File: config.mk
export PLATFORM = sky130hd
export DESIGN_NAME = pcmo_serial_out
export DESIGN_NICKNAME = d
export VERILOG_FILES = /design/src/design/pcmo_pkg.sv /design/src/design/pcmo_serial_out.sv
export SDC_FILE = /design/constraint.sdc
export NUM_CORES = 2
export LEC_CHECK = 0
export BUFFER_PORTS_ARGS = -buffer_cell sky130_fd_sc_hd__buf_4
export CAP_MARGIN = 20
export CORE_MARGIN = 3
export CORE_UTILIZATION = 40
export DETAILED_ROUTE_END_ITERATION = 16
export GPL_TIMING_DRIVEN = 0
export PLACE_DENSITY_LB_ADDON = 0.12
export SLEW_MARGIN = 20
export SYNTH_ARGS = -nofsm -noshare
export SYNTH_HDL_FRONTEND = slang
export SYNTH_SLANG_ARGS = --single-unit
File: constraint.sdc
create_clock -name pclk -period 14.76 [get_ports pclk]
set_input_delay 2.952 -clock pclk [delete_from_list [all_inputs] [get_ports pclk]]
set_output_delay 2.952 -clock pclk [all_outputs]
set_load 0.03 [all_outputs]
File: src/design/pcmo_pkg.sv
// package: constants of the pcm serial output
//
// Overview of operation
// RULE_01 - sample words go out at 16 or 18 bits per output_precision_select
// RULE_02 - 16-bit mode shifts msb or lsb first per bit_order_select; ignored at 18 bits
// RULE_03 - 18-bit mode emits 32 bit-clock periods per channel for each sample
// RULE_04 - 18-bit mode puts the 18 bits at slot start or slot end
// RULE_05 - i2s timing applies only with 18 bits and data at slot end
// RULE_06 - polarity bits invert bit clock and channel select outputs
// RULE_07 - bit clock equals input clock over two times divider plus one
// RULE_08 - divider 16 bypasses: bit clock equals input clock
// RULE_09 - software changes the divider only while play and mute are both off
// RULE_10 - channel select period is 32 bit clocks at 16 bits, 64 at 18
// RULE_11 - empty buffer when sample due outputs zero and raises underflow event
// RULE_12 - full buffer halts decoding while serial output carries on
// RULE_13 - new frame event fires when a frame's first bit leaves the data line
// RULE_14 - writing the play register asserts play
// RULE_15 - writing the mute register sets mute, held until written again
// RULE_16 - both off: finish channel cycle, then stop
// RULE_17 - play off: decoding continues only until buffers fill
// RULE_18 - mute on, play off: data low after last sample, clocks run
// RULE_19 - play again resumes where output stopped
// RULE_20 - mute off, play on: normal decoding and continuous output
// RULE_21 - both on: output decays to zero while consumption continues
package pcmo_pkg;

    localparam logic [11:0] OFS_CONFIG  = 12'h000;
    localparam logic [11:0] OFS_DIVIDER = 12'h004;
    localparam logic [11:0] OFS_PLAY    = 12'h008;
    localparam logic [11:0] OFS_MUTE    = 12'h00c;
    localparam logic [11:0] OFS_EVENTS  = 12'h010;
    localparam logic [11:0] OFS_EVMASK  = 12'h014;
    localparam logic [11:0] OFS_STATUS  = 12'h018;
    localparam logic [11:0] OFS_SAMPLE  = 12'h01c;

    localparam int BIT_PRECISION = 0;
    localparam int BIT_ORDER     = 1;
    localparam int BIT_POSITION  = 2;
    localparam int BIT_FORMAT    = 3;
    localparam int BIT_SCLK_POL  = 4;
    localparam int BIT_LR_POL    = 5;

    localparam int EV_UNDERFLOW  = 0;
    localparam int EV_NEW_FRAME  = 1;

    localparam logic [5:0] RST_CONFIG  = 6'h00;
    localparam logic [5:0] RST_DIVIDER = 6'h00;
    localparam logic [1:0] RST_EVMASK  = 2'h3;
    localparam logic [5:0] DIV_BYPASS  = 6'h10;

    localparam logic [5:0] SLOT_16     = 6'h0f;
    localparam logic [5:0] SLOT_18     = 6'h1f;
    localparam logic [4:0] WIDTH_18    = 5'h12;
    localparam int         DECAY_SHIFT = 4;

endpackage

File: src/design/pcmo_serial_out.sv
// pcm serial output stage
`timescale 1ns/10ps
`default_nettype none
module pcmo_serial_out #(
    parameter int DEPTH       = 64,
    parameter int FRAME_PAIRS = 576
) (
    input  wire logic        pclk,
    input  wire logic        presetn,
    input  wire logic        psel,
    input  wire logic        penable,
    input  wire logic        pwrite,
    input  wire logic [11:0] paddr,
    input  wire logic [31:0] pwdata,
    output logic      [31:0] prdata,
    output logic             pready,
    output logic             pslverr,
    input  wire logic        oversample_clock_in,
    input  wire logic [17:0] dec_left,
    input  wire logic [17:0] dec_right,
    input  wire logic        dec_valid,
    output logic             dec_ready,
    output logic             decode_enable,
    output logic             serial_sample_out,
    output logic             serial_bit_clock,
    output logic             channel_select,
    output logic             underflow_event,
    output logic             new_frame_event
);

    ////////////////////////////////////////////////////////////////////////////////
    // apb slave

    logic [5:0]  cfg_q;
    logic [5:0]  div_q;
    logic        play_q;
    logic        mute_q;
    logic [1:0]  ev_q;
    logic [1:0]  evmask_q;
    logic        running_q;
    logic [6:0]  count_q;
    logic [35:0] last_q;
    logic        wr_en;
    logic        ev_underflow;
    logic        ev_frame;

    assign pready  = 1'b1;
    assign wr_en   = psel & penable & pwrite;

    function automatic logic known_addr(input logic [11:0] a);
        known_addr = (a == pcmo_pkg::OFS_CONFIG) || (a == pcmo_pkg::OFS_DIVIDER) ||
                     (a == pcmo_pkg::OFS_PLAY)   || (a == pcmo_pkg::OFS_MUTE)    ||
                     (a == pcmo_pkg::OFS_EVENTS) || (a == pcmo_pkg::OFS_EVMASK)  ||
                     (a == pcmo_pkg::OFS_STATUS) || (a == pcmo_pkg::OFS_SAMPLE);
    endfunction

    assign pslverr = psel & penable & ~known_addr(paddr);

    always_comb
    begin
        prdata = 32'h0000_0000;
        if (psel)
        begin
            unique case (paddr)
                pcmo_pkg::OFS_CONFIG:  prdata = {26'h0, cfg_q};
                pcmo_pkg::OFS_DIVIDER: prdata = {26'h0, div_q};
                pcmo_pkg::OFS_PLAY:    prdata = {31'h0, play_q};
                pcmo_pkg::OFS_MUTE:    prdata = {31'h0, mute_q};
                pcmo_pkg::OFS_EVENTS:  prdata = {30'h0, ev_q};
                pcmo_pkg::OFS_EVMASK:  prdata = {30'h0, evmask_q};
                pcmo_pkg::OFS_STATUS:  prdata = {24'h0, running_q, count_q};
                pcmo_pkg::OFS_SAMPLE:  prdata = {14'h0, last_q[35:18]};
                default:               prdata = 32'h0000_0000;
            endcase
        end
    end

    always_ff @(posedge pclk or negedge presetn)
    begin
        if (!presetn)
        begin
            cfg_q    <= pcmo_pkg::RST_CONFIG;
            div_q    <= pcmo_pkg::RST_DIVIDER;
            evmask_q <= pcmo_pkg::RST_EVMASK;
        end
        else if (wr_en)
        begin
            if (paddr == pcmo_pkg::OFS_CONFIG)
                cfg_q <= pwdata[5:0];
            if (paddr == pcmo_pkg::OFS_DIVIDER && !play_q && !mute_q && !running_q)
                div_q <= pwdata[5:0]; // RULE_09
            if (paddr == pcmo_pkg::OFS_EVMASK)
                evmask_q <= pwdata[1:0];
        end
    end

    // play and mute take bit 0 of the written word; a write of 1 asserts
    always_ff @(posedge pclk or negedge presetn)
    begin
        if (!presetn)
        begin
            play_q <= 1'b0;
            mute_q <= 1'b0;
        end
        else if (wr_en)
        begin
            if (paddr == pcmo_pkg::OFS_PLAY)
                play_q <= pwdata[0]; // RULE_14
            if (paddr == pcmo_pkg::OFS_MUTE)
                mute_q <= pwdata[0]; // RULE_15
        end
    end

    // sticky events, write one to clear; a new event wins over the clear
    always_ff @(posedge pclk or negedge presetn)
    begin
        if (!presetn)
            ev_q <= 2'h0;
        else
            ev_q <= (ev_q & ~((wr_en && paddr == pcmo_pkg::OFS_EVENTS) ? pwdata[1:0] : 2'h0))
                    | {ev_frame, ev_underflow};
    end

    ////////////////////////////////////////////////////////////////////////////////
    // sample buffer

    localparam int AW = $clog2(DEPTH);

    logic [35:0]   mem_q [DEPTH];
    logic [AW-1:0] wptr_q;
    logic [AW-1:0] rptr_q;
    logic          push;
    logic          pop;
    logic          empty;
    logic          full;
    logic          need_sample;

    assign empty         = (count_q == 7'h00);
    assign full          = (count_q == 7'(DEPTH));
    // decoding halts on a full buffer; with play off and mute on it only fills the buffer
    assign decode_enable = (play_q | mute_q) & ~full; // RULE_12 RULE_17
    assign dec_ready     = decode_enable;
    assign push          = dec_valid & dec_ready;
    assign pop           = need_sample & ~empty;

    always_ff @(posedge pclk)
    begin
        if (push)
            mem_q[wptr_q] <= {dec_left, dec_right};
    end

    always_ff @(posedge pclk or negedge presetn)
    begin
        if (!presetn)
        begin
            wptr_q  <= '0;
            rptr_q  <= '0;
            count_q <= 7'h00;
        end
        else
        begin
            if (push)
                wptr_q <= (wptr_q == AW'(DEPTH - 1)) ? '0 : wptr_q + 1'b1;
            if (pop)
                rptr_q <= (rptr_q == AW'(DEPTH - 1)) ? '0 : rptr_q + 1'b1;
            count_q <= count_q + 7'(push) - 7'(pop);
        end
    end

    ////////////////////////////////////////////////////////////////////////////////
    // oversample clock sync and bit clock divider

    logic [2:0] osc_sync_q;
    logic       osc_q;
    logic       osc_rise;
    logic       osc_fall;
    logic [5:0] divcnt_q;
    logic       bclk_q;
    logic       tick;
    logic       bypass;

    always_ff @(posedge pclk or negedge presetn)
    begin
        if (!presetn)
        begin
            osc_sync_q <= 3'h0;
            osc_q      <= 1'b0;
        end
        else
        begin
            osc_sync_q <= {osc_sync_q[1:0], oversample_clock_in};
            if (osc_sync_q[2] == osc_sync_q[1])
                osc_q <= osc_sync_q[1];
        end
    end

    assign bypass   = (div_q == pcmo_pkg::DIV_BYPASS); // RULE_08
    assign osc_rise = osc_sync_q[1] & osc_sync_q[2] & ~osc_q;
    assign osc_fall = ~osc_sync_q[1] & ~osc_sync_q[2] & osc_q;

    // half period of the bit clock is (divider+1) input clock periods
    always_ff @(posedge pclk or negedge presetn)
    begin
        if (!presetn)
        begin
            divcnt_q <= 6'h00;
            bclk_q   <= 1'b0;
        end
        else if (!running_q)
        begin
            divcnt_q <= 6'h00;
            bclk_q   <= 1'b0;
        end
        else if (osc_rise && !bypass)
        begin
            if (divcnt_q == div_q)
            begin
                divcnt_q <= 6'h00;
                bclk_q   <= ~bclk_q; // RULE_07
            end
            else
                divcnt_q <= divcnt_q + 6'h01;
        end
    end

    // data moves on the falling bit clock edge, settled for the rising one
    assign tick = running_q & (bypass ? osc_fall
                                      : (osc_rise && divcnt_q == div_q && bclk_q));

    ////////////////////////////////////////////////////////////////////////////////
    // serialiser

    logic        p18;
    logic        i2s;
    logic [5:0]  slot_last;
    logic [5:0]  bit_q;
    logic        chan_q;
    logic [17:0] word;
    logic        data_bit;
    logic [5:0]  pos;
    logic        muted_q;
    logic [3:0]  gain_q;
    logic [35:0] cur_q;
    logic [15:0] frame_cnt_q;
    logic        frame_first_q;
    logic        stop_req;
    logic        pair_end;

    assign p18       = cfg_q[pcmo_pkg::BIT_PRECISION];                          // RULE_01
    assign i2s       = p18 & cfg_q[pcmo_pkg::BIT_POSITION] & cfg_q[pcmo_pkg::BIT_FORMAT]; // RULE_05
    assign slot_last = p18 ? pcmo_pkg::SLOT_18 : pcmo_pkg::SLOT_16;            // RULE_03 RULE_10
    assign stop_req  = ~play_q & ~mute_q;
    assign pair_end  = tick & chan_q & (bit_q == slot_last);
    // a sample is also due at start, so the first pair out is not silent
    assign need_sample = play_q & (pair_end | ~running_q); // RULE_19

    // soft mute: each sample is scaled down by a shrinking gain, reaching zero
    function automatic logic [17:0] scale(input logic [17:0] s, input logic [3:0] g);
        logic [21:0] p;
        p = 22'($signed(s)) * $signed({1'b0, g});
        scale = (g == 4'hf) ? s : p[21:4];
    endfunction

    assign word = chan_q ? scale(cur_q[17:0], gain_q) : scale(cur_q[35:18], gain_q);

    // bit position inside the slot; i2s moves the word one bit clock earlier
    always_comb
    begin
        pos      = 6'h00;
        data_bit = 1'b0;
        if (!p18)
        begin
            pos      = bit_q;
            data_bit = cfg_q[pcmo_pkg::BIT_ORDER] ? word[5'(pos)]          // RULE_02
                                                  : word[5'(6'd15 - pos)];
        end
        else if (!cfg_q[pcmo_pkg::BIT_POSITION])
        begin
            if (bit_q < 6'(pcmo_pkg::WIDTH_18))
                data_bit = word[5'(6'd17 - bit_q)];                          // RULE_04
        end
        else
        begin
            pos = bit_q - (i2s ? 6'd13 : 6'd14);
            if (pos < 6'(pcmo_pkg::WIDTH_18) && bit_q >= (i2s ? 6'd13 : 6'd14))
                data_bit = word[5'(6'd17 - pos)];
        end
        if (muted_q)
            data_bit = 1'b0; // RULE_18
    end

    // stop at pair end; resume keeps position
    always_ff @(posedge pclk or negedge presetn)
    begin
        if (!presetn)
            running_q <= 1'b0;
        else if (!running_q)
            running_q <= play_q | mute_q;
        else if (stop_req && pair_end)
            running_q <= 1'b0; // RULE_16
    end

    always_ff @(posedge pclk or negedge presetn)
    begin
        if (!presetn)
        begin
            bit_q  <= 6'h00;
            chan_q <= 1'b0;
        end
        else if (tick)
        begin
            if (bit_q == slot_last)
            begin
                bit_q  <= 6'h00;
                chan_q <= ~chan_q; // RULE_10
            end
            else
                bit_q <= bit_q + 6'h01;
        end
    end

    // fetch at pair end or at start; underflow sends zero
    always_ff @(posedge pclk or negedge presetn)
    begin
        if (!presetn)
        begin
            cur_q   <= 36'h0;
            last_q  <= 36'h0;
            muted_q <= 1'b1;
        end
        else if (pair_end || need_sample)
        begin
            muted_q <= ~play_q; // RULE_18 RULE_20
            if (pop)
            begin
                cur_q  <= mem_q[rptr_q]; // RULE_20
                last_q <= mem_q[rptr_q];
            end
            else
                cur_q <= 36'h0; // RULE_11
        end
    end

    always_ff @(posedge pclk or negedge presetn)
    begin
        if (!presetn)
            gain_q <= 4'hf;
        else if (need_sample)
        begin
            if (mute_q && gain_q != 4'h0)
                gain_q <= gain_q - 4'h1; // RULE_21
            else if (!mute_q)
                gain_q <= 4'hf;
        end
    end

    // frame boundary counted in sample pairs taken from the buffer
    always_ff @(posedge pclk or negedge presetn)
    begin
        if (!presetn)
        begin
            frame_cnt_q   <= 16'h0;
            frame_first_q <= 1'b0;
        end
        else if (pop)
        begin
            frame_first_q <= (frame_cnt_q == 16'h0);
            frame_cnt_q   <= (frame_cnt_q == 16'(FRAME_PAIRS - 1)) ? 16'h0 : frame_cnt_q + 16'h1;
        end
    end

    assign ev_underflow = need_sample & empty;                            // RULE_11
    assign ev_frame     = tick & frame_first_q & ~chan_q & (bit_q == 6'h00) & ~muted_q; // RULE_13

    ////////////////////////////////////////////////////////////////////////////////
    // output pins

    always_ff @(posedge pclk or negedge presetn)
    begin
        if (!presetn)
        begin
            serial_sample_out <= 1'b0;
            serial_bit_clock  <= 1'b0;
            channel_select    <= 1'b0;
            underflow_event   <= 1'b0;
            new_frame_event   <= 1'b0;
        end
        else
        begin
            serial_sample_out <= running_q & data_bit;
            serial_bit_clock  <= (bypass ? (running_q & osc_q) : bclk_q)
                                 ^ cfg_q[pcmo_pkg::BIT_SCLK_POL];          // RULE_06
            channel_select    <= chan_q ^ cfg_q[pcmo_pkg::BIT_LR_POL];     // RULE_06
            underflow_event   <= ev_underflow & ~evmask_q[pcmo_pkg::EV_UNDERFLOW];
            new_frame_event   <= ev_frame & ~evmask_q[pcmo_pkg::EV_NEW_FRAME];
        end
    end

endmodule
`default_nettype wire

==> results_dict.tcl <==
set metrics [dict create \
    synth_seq_cells 2441 \
    vdd_ir_drop_max_mv 0.130 \
    cts_tree "yes" \
    htree_levels 5 \
    die_y_um 512 \
    worstPathRequired_ns 11.81 \
    ys_seq_area_share_pct 71.0 \
    antenna_found_initial 19 \
    wirelength_mm 342 \
    setup_viol 0 \
    portBuffers 85 \
    power_switching_uw 3040 \
    rows 185 \
    setup_tns_ns 0 \
    dp_hpwl_mm 234 \
    avgSynthCellArea_um2 17.8 \
    netlist_area_um2 102000 \
    skew_ns 0.0539 \
    ff2ff_setup_slack_ns 7.71 \
    overflow 0 \
    final_common_cell "edfxtp_1" \
    clock_path_buffers 4 \
    power.leakage_uw 0.0389 \
    min_path_cells 0 \
    relSlewSlack_pct 11.4 \
    regArea_um2 72600 \
    place_inst 9388 \
    met3WireLength_mm 27.0 \
    p_comb_share_pct 2.6 \
    grt_pass1_wl_mm 473 \
    ant_nets 0 \
    core_area_um2 254000 \
    hold_viol 0 \
    multi_input_area_um2 28100 \
    powerDensity_nw_per_um2 122 \
    placed_area_um2 111000 \
    die_x_um 512 \
    holdPathEnd "osc_sync_q[1]" \
    p_seq_share_pct 52.0 \
    drive_above_1_share_pct 20.4 \
    clock_sinks 2441 \
    instances_no_fill 9874 \
    numCtsBuffers 285 \
    cts_root_buf "clkbuf_16" \
    cp.arrival_ns 5.10 \
    crit_path_max_fanout 6 \
    clock_latency_ns 0.94 \
    cts_resized 0 \
    cts.clk_slew.worst_paths_ns 0.06 \
    grt_setup_unrepaired "false" \
    areaGrowthSynthToFinish_pct 17.2 \
    synth_top_flop_cell "edfxtp_1" \
    power_switching_share_pct 20.8 \
    wl_met1_mm 141 \
    synth-async-reset-ratio_pct 5.61 \
    end_kind "output pin" \
    dr.max_layer_used "met5" \
    routabilityCongestion 0.908 \
    ff2ff_path_depth 20 \
    wl_per_cell_um 34.6 \
    tightest_slew_ns 1.32 \
    hold_slack_ns 0.376 \
    fin_crit_ns 8.05 \
    stdcell_area_um2 120000 \
    p_int_uw 11600 \
    reg2reg_to "serial_sample_out" \
    grt_usage_pct 25.8 \
    worstHoldPathType "flip-flop to flip-flop" \
    crit_type "input port to output pin" \
    cap_violations 0 \
    drtIter0Drc 7512 \
    outcome "completed" \
    fp.dieArea_um2 262000 \
    fill_cells 21564 \
    synth_cell_types 106 \
    vias_per_cell 5.97 \
    r2r_start "gain_q[2]" \
    dr_total_vias 58939 \
    hold_path_startpoint "osc_sync_q[0]" \
    met2WireLength_mm 161 \
    grt_pass1_vias 58096 \
    fin_crit_sh_pct 54.6 \
    firstDrtPassIters 8 \
    cts_setup_buffers 0 \
    num_io_pins 128 \
    grt_max_degree 80 \
    fmax_ghz 0.124 \
    most-common-layout-cells "edfxtp_1, mux2i_1, mux4_2" \
    cp-start-kind "input port" \
    yosys_warnings 0 \
    syn_inst 5763 \
    clkPwrFrac_pct 45.4 \
    synth_edf_count 2304 \
    drc 0 \
    layout.nets 6573 \
    initial_core_util_pct 40.3 \
    slew_violations 0 \
    fin_util_pct 47.2 \
    cts_hold_buffers 0 \
]
[state kept, by name, summed over array words and instances (netlist names), 4 cells and up]
signal       cells
bit_q            6
cfg_q            6
mem_q         2304
gain_q           4
rptr_q           6
last_q          18
div_q            6
frame_cnt_q     16
divcnt_q         6
cur_q           36
wptr_q           6
count_q          7
[stage by stage]
step           power [uW]  setup slack [ns]
5_1_grt             15000              6.47
3_3_place_gp         8120              5.21
2_1_floorplan        7920              7.14
6_report            14600              6.71
4_1_cts             14700              6.74
3_5_place_dp         8130              6.74
[kinds of logic after synthesis]
group,Yosys count,synth area share [%]
flip-flops,2441,71.0
AND/OR/NAND/NOR,787,3.90
multiplexers,876,13.4
adder cells (fa/ha/maj),175,2.67
buffers and inverters,536,2.25
AO/OA/AOI/OAI,888,6.28
other,2,0.00734
XOR/XNOR,58,0.496
[worst max-delay path: stages]
cell      delay (ns)
buf_4           0.10
nor4_1          0.26
nand2_1         0.10
nor4_2          0.37
nand2_1         0.24
nor3_1          0.55
a222oi_1        0.17
nor2_1          0.18
buf_4           0.18
[cell type report]
class | count | share of cell area (%)
Antenna cell | 6 | 0.0125
Buffer | 352 | 1.38
Clock buffer | 359 | 6.29
Clock inverter | 119 | 0.847
Inverter | 184 | 0.576
Multi-Input combinational cell | 2799 | 23.4
Sequential cell | 2441 | 60.6
Tap cell | 3366 | 3.51
Timing Repair Buffer | 248 | 3.39
[cell usage after synthesis, drive strengths merged (39+ instances only)]
library cell	number	share of area [%]
nor3	58	0.30
buf	151	0.84
clkbuf	201	0.74
a221oi	153	1.4
fa	72	1.4
edfxtp	2304	68
o22ai	50	0.31
o21ai	173	0.85
mux2i	461	4.5
and2	110	0.68
a21o	48	0.36
inv	182	0.67
xnor2	39	0.33
and3	46	0.28
ha	103	1.3
a22oi	75	0.55
dfrtp	130	3.2
a21oi	103	0.52
mux4	393	8.7
a211oi	49	0.37
nand2	202	0.74
nor2	160	0.59
o221ai	76	0.66
nand3	88	0.45
[power by group through the flow]
stage	Clock [uW]	Combinational, uW	Sequential (uW)
floorplan	0	176	7740
global placement	0	372	7740
detailed placement	0	385	7750
CTS	6730	386	7600
global route	7010	411	7600
finish	6620	382	7600
[per-layer routing]
metal | GRT usage [%] | up-vias
met3 | 5.39 | 501
met4 | 8.38 | 3
li1 | - | 24457
met5 | 0.365 | -
met2 | 41.2 | 2534
met1 | 35.4 | 31444
[worst max path at each step]
| stage | from | endpoint | slack [ns] | cells after the start |
|---|---|---|---|---|
| after global placement | dec_valid | mem_q[40][27] | 5.21 | 7 |
| after CTS | paddr[9] | prdata[11] | 6.74 | 9 |
| final | paddr[9] | prdata[4] | 6.71 | 9 |
| after global routing | paddr[9] | prdata[2] | 6.47 | 9 |
| after detailed placement | paddr[9] | prdata[11] | 6.74 | 9 |
| after floorplan | paddr[9] | prdata[0] | 7.14 | 7 |
No activity file was read; power rests on OpenSTA's default activity.
